--- src/verilog/lcdt_pkg.sv ---
package lcdt_pkg;
    // Register bus widths
    localparam int ADDR_W = 4;
    localparam int DATA_W = 8;

    // Register offsets
    localparam logic [3:0] REG_MODE = 4'h0;
    localparam logic [3:0] REG_CTRL = 4'h1;
    localparam logic [3:0] REG_PTR = 4'h2;
    localparam logic [3:0] REG_SUBADDR = 4'h3;
    localparam logic [3:0] REG_RAMDATA = 4'h4;
    localparam logic [3:0] REG_STATUS = 4'h5;

    // Field positions
    localparam int MODE_MUX_LSB = 0;
    localparam int MODE_BIAS_BIT = 2;
    localparam int CTRL_EN_BIT = 0;
    localparam int CTRL_BLINK_LSB = 1;
    localparam int CTRL_OBANK_BIT = 3;
    localparam int CTRL_IBANK_BIT = 4;

    // Drive mode codes held in the mode register
    localparam logic [1:0] MUX_STATIC = 2'h0;
    localparam logic [1:0] MUX_2 = 2'h1;
    localparam logic [1:0] MUX_3 = 2'h2;
    localparam logic [1:0] MUX_4 = 2'h3;

    // Values after reset
    localparam logic [1:0] MUX_RST = MUX_4;
    localparam logic BIAS_HALF_RST = 1'b0;
    localparam logic [5:0] PTR_RST = 6'h00;
    localparam logic [2:0] SUBADDR_RST = 3'h0;

    // Display geometry
    localparam int SEG_N = 40;
    localparam int BP_N = 4;
    localparam logic [5:0] RAM_LAST = 6'h27;
    localparam logic [1:0] BANK_OFS = 2'h2;

    // Frame divider: fixed ratio of the selected clock
    localparam logic [4:0] FRAME_LAST = 5'h17;
    localparam logic [4:0] FRAME_HALF = 5'h0c;

    // Blink: row-sequence counter bits used for slow, medium and fast blink
    localparam int BLINK_W = 8;

    // Timing
    localparam int CLK_NS = 25;
    localparam int POR_TIME_US = 1000;
    localparam int POR_CYCLES_DFLT = (POR_TIME_US * 1000 + CLK_NS - 1) / CLK_NS;
    localparam int OSC_DIV_DFLT = 16;

    // Drive level codes: supply ground, lower and upper bias taps, LCD supply
    localparam logic [1:0] LVL_VSS = 2'h0;
    localparam logic [1:0] LVL_LOW = 2'h1;
    localparam logic [1:0] LVL_HIGH = 2'h2;
    localparam logic [1:0] LVL_VLCD = 2'h3;

    // Power-on sequencer
    typedef enum logic {POR_WAIT, POR_RUN} lcdt_por_t;
endpackage

--- src/verilog/lcdt_timing_core.sv ---
`timescale 1ns/10ps
// Contract
// RULE_01 - Reset drives all outputs to supply level
// RULE_02 - Reset mode is 1:4, third bias
// RULE_03 - Reset clears banks, blink, enable, interface
// RULE_04 - Reset clears data pointer and subaddress counter
// RULE_05 - Host waits one millisecond after power-on
// RULE_06 - Half bias 1:2 closes bypass switch
// RULE_07 - Drive levels follow last mode write
// RULE_08 - Static, 1:2 half/third, 1:3, 1:4 supported
// RULE_09 - Half bias also accepted for 1:3, 1:4
// RULE_10 - Backplane count selects the drive mode
// RULE_11 - One clock source times everything
// RULE_12 - Strap low: internal oscillator, drive clock pin
// RULE_13 - Strap high: clock pin is external input
// RULE_14 - System keeps the clock always running
// RULE_15 - Frame is selected clock divided by 24
// RULE_16 - Cascaded drivers align over sync line
// RULE_17 - RAM to segment transfer follows multiplex
// RULE_18 - Holding register stable during row drive
// RULE_19 - Rows shown in sequence per mode
// RULE_20 - Modulo-24 counter wrap advances rows
// RULE_21 - Disabled display holds supply level everywhere
module lcdt_timing_core #(
    parameter int POR_CYCLES = lcdt_pkg::POR_CYCLES_DFLT,
    parameter int OSC_DIV = lcdt_pkg::OSC_DIV_DFLT
) (
    input wire logic clk,
    input wire logic rstn,
    input wire logic [lcdt_pkg::ADDR_W-1:0] reg_addr,
    input wire logic [lcdt_pkg::DATA_W-1:0] reg_wdata,
    input wire logic reg_wr,
    input wire logic reg_rd,
    output logic [lcdt_pkg::DATA_W-1:0] reg_rdata,
    input wire logic clock_source_strap,
    input wire logic [2:0] subaddr_pins,
    input wire logic clk_pin_i,
    output logic clk_pin_o,
    output logic clk_pin_oe,
    input wire logic sync_i,
    output logic sync_o,
    output logic sync_oe,
    output logic [2*lcdt_pkg::BP_N-1:0] backplane_outputs,
    output logic [2*lcdt_pkg::SEG_N-1:0] segment_outputs,
    output logic bias_bypass,
    output logic reset_done
);
    import lcdt_pkg::*;
    // Drive level of one electrode for the present phase
    function automatic logic [1:0] lcdt_level(input logic on, input logic is_bp,
                                              input logic phase, input logic half,
                                              input logic is_static);
        if (is_static) begin
            // Two levels only: segment on sits opposite the backplane
            return ((is_bp || !on) ^ phase) ? LVL_VLCD : LVL_VSS;
        end
        // Selected electrodes swing rail to rail, backplane and segment in antiphase
        if (on) begin
            return (phase ^ is_bp) ? LVL_VLCD : LVL_VSS;
        end
        // Idle electrodes sit on the taps; half bias folds both onto one tap
        return (half || (phase ^ is_bp)) ? LVL_LOW : LVL_HIGH;
    endfunction
    // Synchroniser chains for pins
    logic strap_s1_q, strap_s2_q;
    logic [2:0] sub_s1_q, sub_s2_q;
    logic ext_s1_q, ext_s2_q, ext_s3_q;
    logic sync_s1_q, sync_s2_q, sync_s3_q;
    // Own pull on the sync line, delayed to match the synchroniser depth
    logic own_pull1_q, own_pull2_q;
    // Configuration registers
    logic [1:0] mux_q;
    logic [1:0] blink_sel_q;
    logic bias_half_q, disp_en_q, obank_q, ibank_q;
    logic [5:0] ptr_q;
    logic [2:0] subcnt_q;
    // Storage and display path
    logic [3:0] ram_q [0:SEG_N-1];
    logic [SEG_N-1:0] hold_q;
    logic [4:0] frame_cnt_q;
    logic [1:0] row_q;
    logic [BLINK_W-1:0] blink_cnt_q;
    // Clock source
    logic [7:0] osc_cnt_q;
    logic osc_clk_q;
    logic [15:0] por_cnt_q;
    lcdt_por_t por_q;
    // Combinational helpers
    logic tick, frame_wrap, resync, advance, blank, phase, is_static;
    logic [1:0] row_d, row_last, phys_row;
    logic wr_ram, sub_match;
    // Pin synchronisers; logic reads the second stage, plus the third for clock and sync edges
    always_ff @(posedge clk or negedge rstn) begin
        if (!rstn) begin
            strap_s1_q <= 1'b0;
            strap_s2_q <= 1'b0;
            sub_s1_q <= 3'h0;
            sub_s2_q <= 3'h0;
            ext_s1_q <= 1'b0;
            ext_s2_q <= 1'b0;
            ext_s3_q <= 1'b0;
            sync_s1_q <= 1'b1;
            sync_s2_q <= 1'b1;
            sync_s3_q <= 1'b1;
        end else begin
            strap_s1_q <= clock_source_strap;
            strap_s2_q <= strap_s1_q;
            sub_s1_q <= subaddr_pins;
            sub_s2_q <= sub_s1_q;
            ext_s1_q <= clk_pin_i;
            ext_s2_q <= ext_s1_q;
            ext_s3_q <= ext_s2_q;
            sync_s1_q <= sync_i;
            sync_s2_q <= sync_s1_q;
            sync_s3_q <= sync_s2_q;
        end
    end
    // Internal oscillator: divided from clk; runs always so cascades never starve
    always_ff @(posedge clk or negedge rstn) begin
        if (!rstn) begin
            osc_cnt_q <= 8'h00;
            osc_clk_q <= 1'b0;
        end else if (osc_cnt_q == 8'(OSC_DIV - 1)) begin
            osc_cnt_q <= 8'h00;
            osc_clk_q <= !osc_clk_q;
        end else begin
            osc_cnt_q <= osc_cnt_q + 8'h01;
        end
    end
    // One timing tick from whichever source the strap selects
    assign tick = strap_s2_q ? (ext_s2_q && !ext_s3_q) // RULE_13
        : ((osc_cnt_q == 8'(OSC_DIV - 1)) && !osc_clk_q); // RULE_11
    // Clock pin driven only when the internal oscillator is in use
    assign clk_pin_oe = !strap_s2_q; // RULE_12
    assign clk_pin_o = osc_clk_q; // RULE_12
    // Power-on wait; host must hold off until reset_done
    always_ff @(posedge clk or negedge rstn) begin
        if (!rstn) begin
            por_q <= POR_WAIT;
            por_cnt_q <= 16'h0000;
        end else begin
            case (por_q)
                POR_WAIT: begin
                    if (por_cnt_q == 16'(POR_CYCLES - 1)) begin
                        por_q <= POR_RUN;
                    end else begin
                        por_cnt_q <= por_cnt_q + 16'h0001;
                    end
                end
                POR_RUN: por_q <= POR_RUN;
                default: por_q <= POR_WAIT;
            endcase
        end
    end
    assign reset_done = (por_q == POR_RUN); // RULE_05
    // Register writes; mode and control reset to their power-on values
    always_ff @(posedge clk or negedge rstn) begin
        if (!rstn) begin
            mux_q <= MUX_RST; // RULE_02
            bias_half_q <= BIAS_HALF_RST; // RULE_02
            disp_en_q <= 1'b0; // RULE_03
            blink_sel_q <= 2'h0; // RULE_03
            obank_q <= 1'b0; // RULE_03
            ibank_q <= 1'b0; // RULE_03
        end else if (reg_wr && reg_addr == REG_MODE) begin
            // Every combination is accepted, half bias with 1:3 or 1:4 too
            mux_q <= reg_wdata[MODE_MUX_LSB +: 2]; // RULE_07 RULE_09 RULE_10
            bias_half_q <= reg_wdata[MODE_BIAS_BIT]; // RULE_08
        end else if (reg_wr && reg_addr == REG_CTRL) begin
            disp_en_q <= reg_wdata[CTRL_EN_BIT];
            blink_sel_q <= reg_wdata[CTRL_BLINK_LSB +: 2];
            obank_q <= reg_wdata[CTRL_OBANK_BIT];
            ibank_q <= reg_wdata[CTRL_IBANK_BIT];
        end
    end
    // Data writes only land when the cascade subaddress matches the pins
    assign wr_ram = reg_wr && reg_addr == REG_RAMDATA;
    assign sub_match = (subcnt_q == sub_s2_q);
    // Data pointer and subaddress counter; overflow hands on to next device
    always_ff @(posedge clk or negedge rstn) begin
        if (!rstn) begin
            ptr_q <= PTR_RST; // RULE_04
            subcnt_q <= SUBADDR_RST; // RULE_04
        end else if (reg_wr && reg_addr == REG_PTR) begin
            ptr_q <= (reg_wdata[5:0] > RAM_LAST) ? RAM_LAST : reg_wdata[5:0];
        end else if (reg_wr && reg_addr == REG_SUBADDR) begin
            subcnt_q <= reg_wdata[2:0];
        end else if (wr_ram) begin
            if (ptr_q == RAM_LAST) begin
                ptr_q <= PTR_RST;
                subcnt_q <= subcnt_q + 3'h1;
            end else begin
                ptr_q <= ptr_q + 6'h01;
            end
        end
    end
    // Display RAM: bits stored per mode, input bank shifts static and 1:2 upward
    always_ff @(posedge clk or negedge rstn) begin
        if (!rstn) begin
            for (int i = 0; i < SEG_N; i++) begin
                ram_q[i] <= 4'h0;
            end
        end else if (wr_ram && sub_match) begin
            case (mux_q)
                MUX_STATIC: ram_q[ptr_q][ibank_q ? 2 : 0] <= reg_wdata[0];
                MUX_2: begin
                    if (ibank_q) begin
                        ram_q[ptr_q][3:2] <= reg_wdata[1:0];
                    end else begin
                        ram_q[ptr_q][1:0] <= reg_wdata[1:0];
                    end
                end
                // Row 3 left unchanged in three-row mode
                MUX_3: ram_q[ptr_q][2:0] <= reg_wdata[2:0];
                default: ram_q[ptr_q] <= reg_wdata[3:0];
            endcase
        end
    end
    // Row sequencing: last row depends on backplane count
    assign row_last = mux_q;
    assign frame_wrap = tick && (frame_cnt_q == FRAME_LAST);
    // A falling line counts only if we were not pulling it; our own pulse reaches the
    // second stage two clocks late and would otherwise restart us over and over
    assign resync = !sync_s2_q && sync_s3_q && !own_pull2_q; // RULE_16
    assign advance = frame_wrap || resync;
    assign row_d = (resync || row_q >= row_last) ? 2'h0 : row_q + 2'h1; // RULE_19
    // Output bank picks row 2 in static mode and rows 2 and 3 in 1:2 mode
    assign phys_row = (obank_q && mux_q <= MUX_2) ? (row_d + BANK_OFS) : row_d;
    // Frame divider and row counter
    always_ff @(posedge clk or negedge rstn) begin
        if (!rstn) begin
            frame_cnt_q <= 5'h00; // RULE_20
            row_q <= 2'h0;
        end else if (resync) begin
            frame_cnt_q <= 5'h00; // RULE_16
            row_q <= 2'h0; // RULE_16
        end else if (tick) begin
            frame_cnt_q <= frame_wrap ? 5'h00 : frame_cnt_q + 5'h01; // RULE_15 RULE_20
            if (frame_wrap) begin
                row_q <= row_d; // RULE_20
            end
        end
    end
    // Holding register loaded only at row change, so the row never tears
    always_ff @(posedge clk or negedge rstn) begin
        if (!rstn) begin
            hold_q <= '0;
        end else if (advance) begin
            for (int i = 0; i < SEG_N; i++) begin
                hold_q[i] <= ram_q[i][phys_row]; // RULE_17 RULE_18
            end
        end
    end
    // Sync line: open drain, pulled low during our own frame start
    always_ff @(posedge clk or negedge rstn) begin
        if (!rstn) begin
            sync_oe <= 1'b0;
            own_pull1_q <= 1'b0;
            own_pull2_q <= 1'b0;
        end else begin
            sync_oe <= (row_q == 2'h0) && (frame_cnt_q == 5'h00); // RULE_16
            own_pull1_q <= sync_oe;
            own_pull2_q <= own_pull1_q;
        end
    end
    assign sync_o = 1'b0;
    // Blink counter in complete row sequences; blanking only hides segments
    always_ff @(posedge clk or negedge rstn) begin
        if (!rstn) begin
            blink_cnt_q <= '0;
        end else if (frame_wrap && row_d == 2'h0) begin
            blink_cnt_q <= blink_cnt_q + 8'h01;
        end
    end
    assign blank = (blink_sel_q != 2'h0) && blink_cnt_q[BLINK_W - 1 - int'(blink_sel_q)];

    assign phase = (frame_cnt_q >= FRAME_HALF);
    assign is_static = (mux_q == MUX_STATIC);
    // Backplane levels; static drives all four alike
    generate
        for (genvar b = 0; b < BP_N; b++) begin : g_bp
            always_ff @(posedge clk or negedge rstn) begin
                if (!rstn) begin
                    backplane_outputs[2*b +: 2] <= LVL_VLCD; // RULE_01
                end else if (!disp_en_q) begin
                    backplane_outputs[2*b +: 2] <= LVL_VLCD; // RULE_21
                end else begin
                    backplane_outputs[2*b +: 2] <= lcdt_level(
                        is_static || (2'(b) == row_q) || (mux_q == MUX_3 && b == 3 && row_q == 2'h1)
                        || (mux_q == MUX_2 && 2'(b & 1) == row_q),
                        1'b1, phase, bias_half_q, is_static); // RULE_07 RULE_10
                end
            end
        end
        // Segment levels from the holding register
        for (genvar s = 0; s < SEG_N; s++) begin : g_seg
            always_ff @(posedge clk or negedge rstn) begin
                if (!rstn) begin
                    segment_outputs[2*s +: 2] <= LVL_VLCD; // RULE_01
                end else if (!disp_en_q) begin
                    segment_outputs[2*s +: 2] <= LVL_VLCD; // RULE_21
                end else begin
                    segment_outputs[2*s +: 2] <= lcdt_level(hold_q[s] && !blank, 1'b0,
                        phase, bias_half_q, is_static); // RULE_17 RULE_07
                end
            end
        end
    endgenerate
    // Bias divider middle-resistor bypass
    always_ff @(posedge clk or negedge rstn) begin
        if (!rstn) begin
            bias_bypass <= 1'b0;
        end else begin
            bias_bypass <= bias_half_q && (mux_q == MUX_2); // RULE_06
        end
    end
    // Read data, one cycle after the strobe; unmapped reads give zero
    always_ff @(posedge clk or negedge rstn) begin
        if (!rstn) begin
            reg_rdata <= '0;
        end else if (reg_rd) begin
            case (reg_addr)
                REG_MODE: reg_rdata <= {5'h00, bias_half_q, mux_q};
                REG_CTRL: reg_rdata <= {3'h0, ibank_q, obank_q, blink_sel_q, disp_en_q};
                REG_PTR: reg_rdata <= {2'h0, ptr_q};
                REG_SUBADDR: reg_rdata <= {5'h00, subcnt_q};
                REG_RAMDATA: reg_rdata <= {4'h0, ram_q[ptr_q]};
                REG_STATUS: reg_rdata <= {reset_done, strap_s2_q, row_q, 4'h0};
                default: reg_rdata <= '0;
            endcase
        end else begin
            reg_rdata <= '0;
        end
    end

    chk_disabled_all_vlcd: assert property (@(posedge clk) disable iff (!rstn) // RULE_21
        !disp_en_q |=> (&backplane_outputs) && (&segment_outputs))
        else $error("outputs not at supply level while disabled");
    chk_frame_wrap_zero: assert property (@(posedge clk) disable iff (!rstn) // RULE_15
        (tick && frame_cnt_q == FRAME_LAST && !resync) |=> frame_cnt_q == 5'h00)
        else $error("frame divider did not wrap after 24 ticks");
    chk_row_advance_wrap: assert property (@(posedge clk) disable iff (!rstn) // RULE_20
        (frame_wrap && !resync) |=> row_q == ($past(row_q) >= $past(mux_q) ? 2'h0 : $past(row_q) + 2'h1))
        else $error("row did not advance on frame wrap");
    chk_row_in_range: assert property (@(posedge clk) disable iff (!rstn) // RULE_19
        $rose(frame_wrap) ##1 $stable(mux_q) |-> row_q <= mux_q)
        else $error("row beyond active backplanes");
    chk_bypass_switch: assert property (@(posedge clk) disable iff (!rstn) // RULE_06
        ##1 bias_bypass == $past(bias_half_q && mux_q == MUX_2))
        else $error("bias bypass switch wrong");
    chk_clock_direction: assert property (@(posedge clk) disable iff (!rstn) // RULE_12
        $past(rstn, 2) |-> clk_pin_oe == !$past(clock_source_strap, 2))
        else $error("clock pin direction does not follow strap");
    chk_hold_stable: assert property (@(posedge clk) disable iff (!rstn) // RULE_18
        !advance |=> $stable(hold_q))
        else $error("holding register changed mid row");
    chk_mode_follow: assert property (@(posedge clk) disable iff (!rstn) // RULE_07
        (reg_wr && reg_addr == REG_MODE) |=> mux_q == $past(reg_wdata[1:0])
        ##1 bias_bypass == $past(bias_half_q && mux_q == MUX_2))
        else $error("mode write not taken");
    chk_ptr_overflow: assert property (@(posedge clk) disable iff (!rstn) // RULE_04
        (wr_ram && ptr_q == RAM_LAST) |=> ptr_q == PTR_RST && subcnt_q == $past(subcnt_q) + 3'h1)
        else $error("pointer overflow mishandled");
    chk_sync_drive: assert property (@(posedge clk) disable iff (!rstn) // RULE_16
        (row_q == 2'h0 && frame_cnt_q == 5'h00) |=> sync_oe && !sync_o)
        else $error("sync line not pulled at frame start");
endmodule // lcdt_timing_core

--- config.mk ---
export PLATFORM = sky130hd
export DESIGN_NAME = lcdt_timing_core
export DESIGN_NICKNAME = d
export VERILOG_FILES = /design/src/verilog/lcdt_pkg.sv /design/src/verilog/lcdt_timing_core.sv
export SDC_FILE = /design/constraint.sdc
export NUM_CORES = 1
export LEC_CHECK = 0
export ABC_AREA = 1
export BUFFER_PORTS_ARGS = -buffer_cell sky130_fd_sc_hd__buf_2
export CAP_MARGIN = 20
export CORE_ASPECT_RATIO = 2
export CORE_MARGIN = 2
export CORE_UTILIZATION = 40
export CTS_CLUSTER_SIZE = 24
export DETAILED_ROUTE_END_ITERATION = 10
export PLACE_DENSITY = 0.58
export SYNTH_ARGS = -nofsm -noshare
export SYNTH_HDL_FRONTEND = slang
export SYNTH_SLANG_ARGS = --single-unit
--- constraint.sdc ---
create_clock -name clk -period 5.8 [get_ports clk]
set_clock_uncertainty 0.05 [all_clocks]
set_input_delay 1.74 -clock clk [delete_from_list [all_inputs] [get_ports clk]]
set_output_delay 1.74 -clock clk [all_outputs]
set_load 0.02 [all_outputs]
# Word-level counts from Yosys, hierarchy flattened
# Cells that the tools add are included.
[word_totals]
reg_bits = 372
inputBits = 22
out_inout_bits = 102
[op_classes]
addsub = 9
magnitude_cmp = 10
n_eq_ne = 17
n_mux = 523
bitwise_logic = 46
n_reduce_logical = 136
[ops]
columns = ["cell", "n"]
rows = [
  ["$bwmux W160", 5],
  ["$mux W2", 268],
  ["$pmux W160 S3", 1],
  ["$mux W1", 179],
  ["$mux W160", 1],
  ["$demux W4 S6", 5],
  ["$bmux W1 S2", 40],
  ["$logic_and A1 B1 Y1", 61],
  ["$pmux W8 S6", 1],
  ["$logic_not A1 Y1", 46],
  ["$xor A1 B1 Y1", 40],
  ["$mux W6", 5],
  ["$bmux W4 S6", 1],
  ["$mux W4", 5],
  ["$add A16 B1 Y16 const B", 1],
  ["$add A8 B1 Y8 const B", 2],
  ["$eq A16 B16 Y1 const B", 1],
  ["$mux W8", 2],
  ["$mux W5", 3],
  ["$logic_or A1 B1 Y1", 13],
  ["$mux W3", 4],
  ["$reduce_bool A2 Y1", 6],
  ["$eq A4 B2 Y1 const B", 2],
  ["$eq A4 B3 Y1 const B", 2],
  ["other kinds (35)", 47],
]

# Logic depth before layout (Yosys ltp)
[logic_depth]
ltp_word = 15
depth_mapped = 14
mapped_depth_nobuf = 13

# Least setup slack after synthesis
# No wires, ideal clock.
[synth_path]
path_type = "input to register"
startpoint = "input port reg_addr[1] in the netlist's numbering"
endpoint = "register (tool-made name)"
setup_time_ns = 0.125
arrival_time_ns = 2.898
t_required_ns = 5.625
path_slack_ns = 2.727
stages = 9
n_path_buf = 1
path_cell_list = "nor2_2 nand3_1 nor2_1 nand2_2 buf_2 nor2_1 nor2_1 o21ai_0 o21ai_1"
[synth_lines]
columns = ["item", "line", "rtl"]
rows = [
  ["start, declared", "lcdt_timing_core.sv:30", "input wire logic [lcdt_pkg::ADDR_W-1:0] reg_addr,"],
]

# Worst setup path in the final report
[layout_path]
startpoint = "register mux_q[1]"
endpoint = "register hold_q[21]"
[layout_via]
elab_chain_len = 7
[layout_lines]
columns = ["item", "line", "rtl"]
rows = [
  ["start, declared", "lcdt_timing_core.sv:72", "logic [1:0] mux_q;"],
  ["start signal, assigned", "lcdt_timing_core.sv:167", "mux_q <= reg_wdata[MODE_MUX_LSB +: 2];"],
  ["$ge A2 B2 Y1", "lcdt_timing_core.sv:226", "assign row_d = (resync || row_q >= row_last) ? 2'h0 : row_q + 2'h1;"],
  ["$logic_or A1 B1 Y1", "lcdt_timing_core.sv:226", ""],
  ["$mux W2", "lcdt_timing_core.sv:226", ""],
  ["$add A2 B2 Y2", "lcdt_timing_core.sv:228", "assign phys_row = (obank_q && mux_q <= MUX_2) ? (row_d + BANK_OFS) : row_d;"],
  ["$mux W2 *", "lcdt_timing_core.sv:228", ""],
  ["$bmux W1 S2 *", "lcdt_timing_core.sv:250", "hold_q[i] <= ram_q[i][phys_row];"],
  ["$mux W1 (implied by the code) *", "lcdt_timing_core.sv:250", ""],
  ["end signal, assigned by index", "lcdt_timing_core.sv:250", ""],
  ["end, declared", "lcdt_timing_core.sv:79", "logic [SEG_N-1:0] hold_q;"],
]
# Mark *: on every way between the ends. The rest lies on a longest branch, timed or not. The select of a mux whose other input is x is not followed.
# A chain may end at the register's enable or synchronous reset.

==> impl_results.md <==
- Outcome: finished clean
- Post-synthesis xor/xnor area fraction: 0.0140
- Vias: 19.8k
- Max_cap viols: 0
- Area leader, netlist: dfrtp_1
- DIE AREA: 53700 sq um
- Die Span X: 165 microns
- EDFF count, synth: 0
- H-tree Lvls: 2
- Ys async rst share: 1.00
- First-pass GRT wire length: 109000 microns
- Critical path class: reg2reg
- Tcrit/Tclk final: 0.658
- Mux cell area share after synthesis: 0
- Crit path from: mux_q[1]$_DFFE_PN1P_
- Max transition margin: 0.240
- Clock Latency Late Sink: 0.57 ns
- Final min period: about 3.8 ns
- Final Non-Filler Cells: 3595
- DP Area: 21800 sq um
- Power Total: 9.48 mW
- Post-CTS setup repair buffer count: 0
- Synth Register Bits: 371
- Crit. End Element: flop
- Total GRT Usage: 0.266
- Initial antenna violation count: 2
- CTS tree: yes
- Worst hold path endpoint: sub_s2_q[1]$_DFF_PN0_
- Hold_ws: roughly 0.30 ns
- Total Wirelength: 71100 microns
- Initial drt markers: 1901
- Synth warn: 0
- CORE AREA: 51500 sq um
- # rows: approximately 120
- Clock Tree Root: clkbuf_16
- Largest family of logic cells by synthesized area: simple AND/OR/NAND/NOR gates
- Setup TNS: 0 ns
- Post-synth cell types: 40
- Power per cell area: 413 nW/um^2
- Max Clock Freq: 262 MHz
- LEAKAGE: 10.5 nW
- Min-delay worst type: reg2reg
- Max VDD drop: 0.288 mV
- Number of buffers added on ports: 120
- Most numerous cell in the Yosys netlist: nand2_1
- Mapped Cells: about 2.9k
- Critical Path RT: 6.18 ns
- DR WL met3: 4630 microns
- Routed vias/inst: 5.50
- Worst R2R Path Depth: 12
- Synth Area in Adders: 0.00785
- Vias in the first global route: 18.8k
- Drt wl/cell: 19.8 microns
- Remaining global-route overflow: 0
- Height of the die: about 330 microns
- Final Instance Area: 23000 sq um
- Area share of the largest cell type after synthesis: 0.336
- Number of fill cells: 5223
- Final worst slack: 1.98 ns
- Initial Utilization: 0.402
- Net count reported at finish: a little under 3k
- Layout Utilization: 0.446
- Top Layer Used: met4
- Max-slew violation count: 0
- Wire length on met1: 25100 microns
- Gates resized, CTS repair: 0
- Gpl congestion: 0.985
- Post-Syn Nets: around 2.9k
- Critical Path Start Type: flop
- Synth Area in Simple Gates: 0.310
- Synth Area in Compound Gates: 0.135
- CTS Buf Count: 36
- DRT antenna net count: 0
- Final setup viols: 0
- Top_reg_cell synth: dfrtp_1
- Clock-pin transition on the worst setup and hold timing paths: ~0.070 ns
- R2r setup slk: 1.98 ns
- Top cells by count, synth: nand2_1 (1015), o21ai_0 (327), nand3_1 (325), dfrtp_1 (278), inv_1 (237)
- Max Fanout on Critical Path: 25
- Share of cells above drive strength 1: 0.125
- CTS Buffer Depth: 3
- WL met2: 36300 microns
- Post-synthesis sequential area ratio: 0.454
- Area of the multi-input gates: between 9000 and 10000 sq um
- Reg-to-Reg End: hold_q[21]$_DFFE_PN0P_
- Hold_sp: sub_s1_q[1]$_DFF_PN0_
- Final Hold Viols: 0
- CTS sink cnt: roughly 370
- Area contributors post-synth: dfrtp_1 (34%), nand2_1 (18%), dfstp_2 (12%)
- Total area of sequential cells: 9400 sq um
- DP Cell Count: 3529
- Hpwl dp: 48700 microns
- Largest net degree at the start of global routing: around 130
- DRT Pass-1 Iters: 6
- FF-to-FF Start: mux_q[1]$_DFFE_PN1P_
- CTS Hold Bufs: 0
- Worst Hold Depth: 0
- Post-place setup slack: 1.59 ns
- Syn_area_per_cell: a little over 7 sq um
- Unrepaired setup endpoints after global routing: false
- Area grow syn2layout: 11.0%
- I/O Pins: ~120
- Remaining DRCs: 0
- Worst EP arrival: 4.20 ns
- Mapped Area: between 20000 and 25000 sq um
- Worst slew pin tran: 1.14 ns
==> layer usage <==
layer  GRT usage  vias to the layer above
met5           0                        -
met4       0.166                        0
met3      0.0331                      247
met2       0.473                      863
met1       0.296                     9258
li1            -                     9411
==> cell usage in the layout (no fill, tap or decap), drive strengths merged, types with 17 or more instances in the layout <==
master,n
a22oi,27
buf,154
clkbuf,52
dfrtp,278
dfstp,93
inv,261
nand2,1022
nand3,325
nor2,140
nor3,42
o21ai,347
o22ai,28
o31ai,24
xor2,17
==> power by group <==
group | internal (mW) | switching [mW] | total, mW
combinational | 0.982 | 2.79 | 3.77
clock | 1.32 | 1.06 | 2.38
sequential | 3.03 | 0.308 | 3.33
total | 5.32 | 4.16 | 9.48
==> worst max-delay path: stages, from the launching register on <==
cell      delay (ns)
dfstp_2         0.87
inv_1           0.23
ha_1            0.34
a21boi_1        0.12
nor2_1          0.13
nand2_1         0.13
nor2_1          0.41
xor2_4          0.12
inv_2           0.52
buf_4           0.40
nand2_1         0.08
nand3_1         0.19
nand2_1         0.09
==> final cells by class <==
type                       count  area share
multi-input combinational   2086       0.423
sequential                   371       0.409
clock buffer                  52      0.0458
inverter                     258      0.0421
timing repair buffer         154      0.0393
tap                          660      0.0359
clock inverter                12     0.00430
antenna                        2    0.000218
==> worst max-delay path by stage <==
stage / endpoint / slack, ns / cells after the start
floorplan: flop / 2.73 / 9
global placement: ram_q[65]$_DFFE_PN0P_ / 1.61 / 11
detailed placement: ram_q[65]$_DFFE_PN0P_ / 1.59 / 11
CTS: hold_q[21]$_DFFE_PN0P_ / 1.95 / 12
global route: hold_q[21]$_DFFE_PN0P_ / 1.78 / 12
finish: hold_q[21]$_DFFE_PN0P_ / 1.98 / 12
==> logic make-up after synthesis <==
family	count (synthesis)
compound gates	494
xor+xnor	33
fa+ha+maj	13
buf+inv	417
flops	371
other cells	1
simple gates	1545
Note: power is estimated with default switching activity, not from simulation.
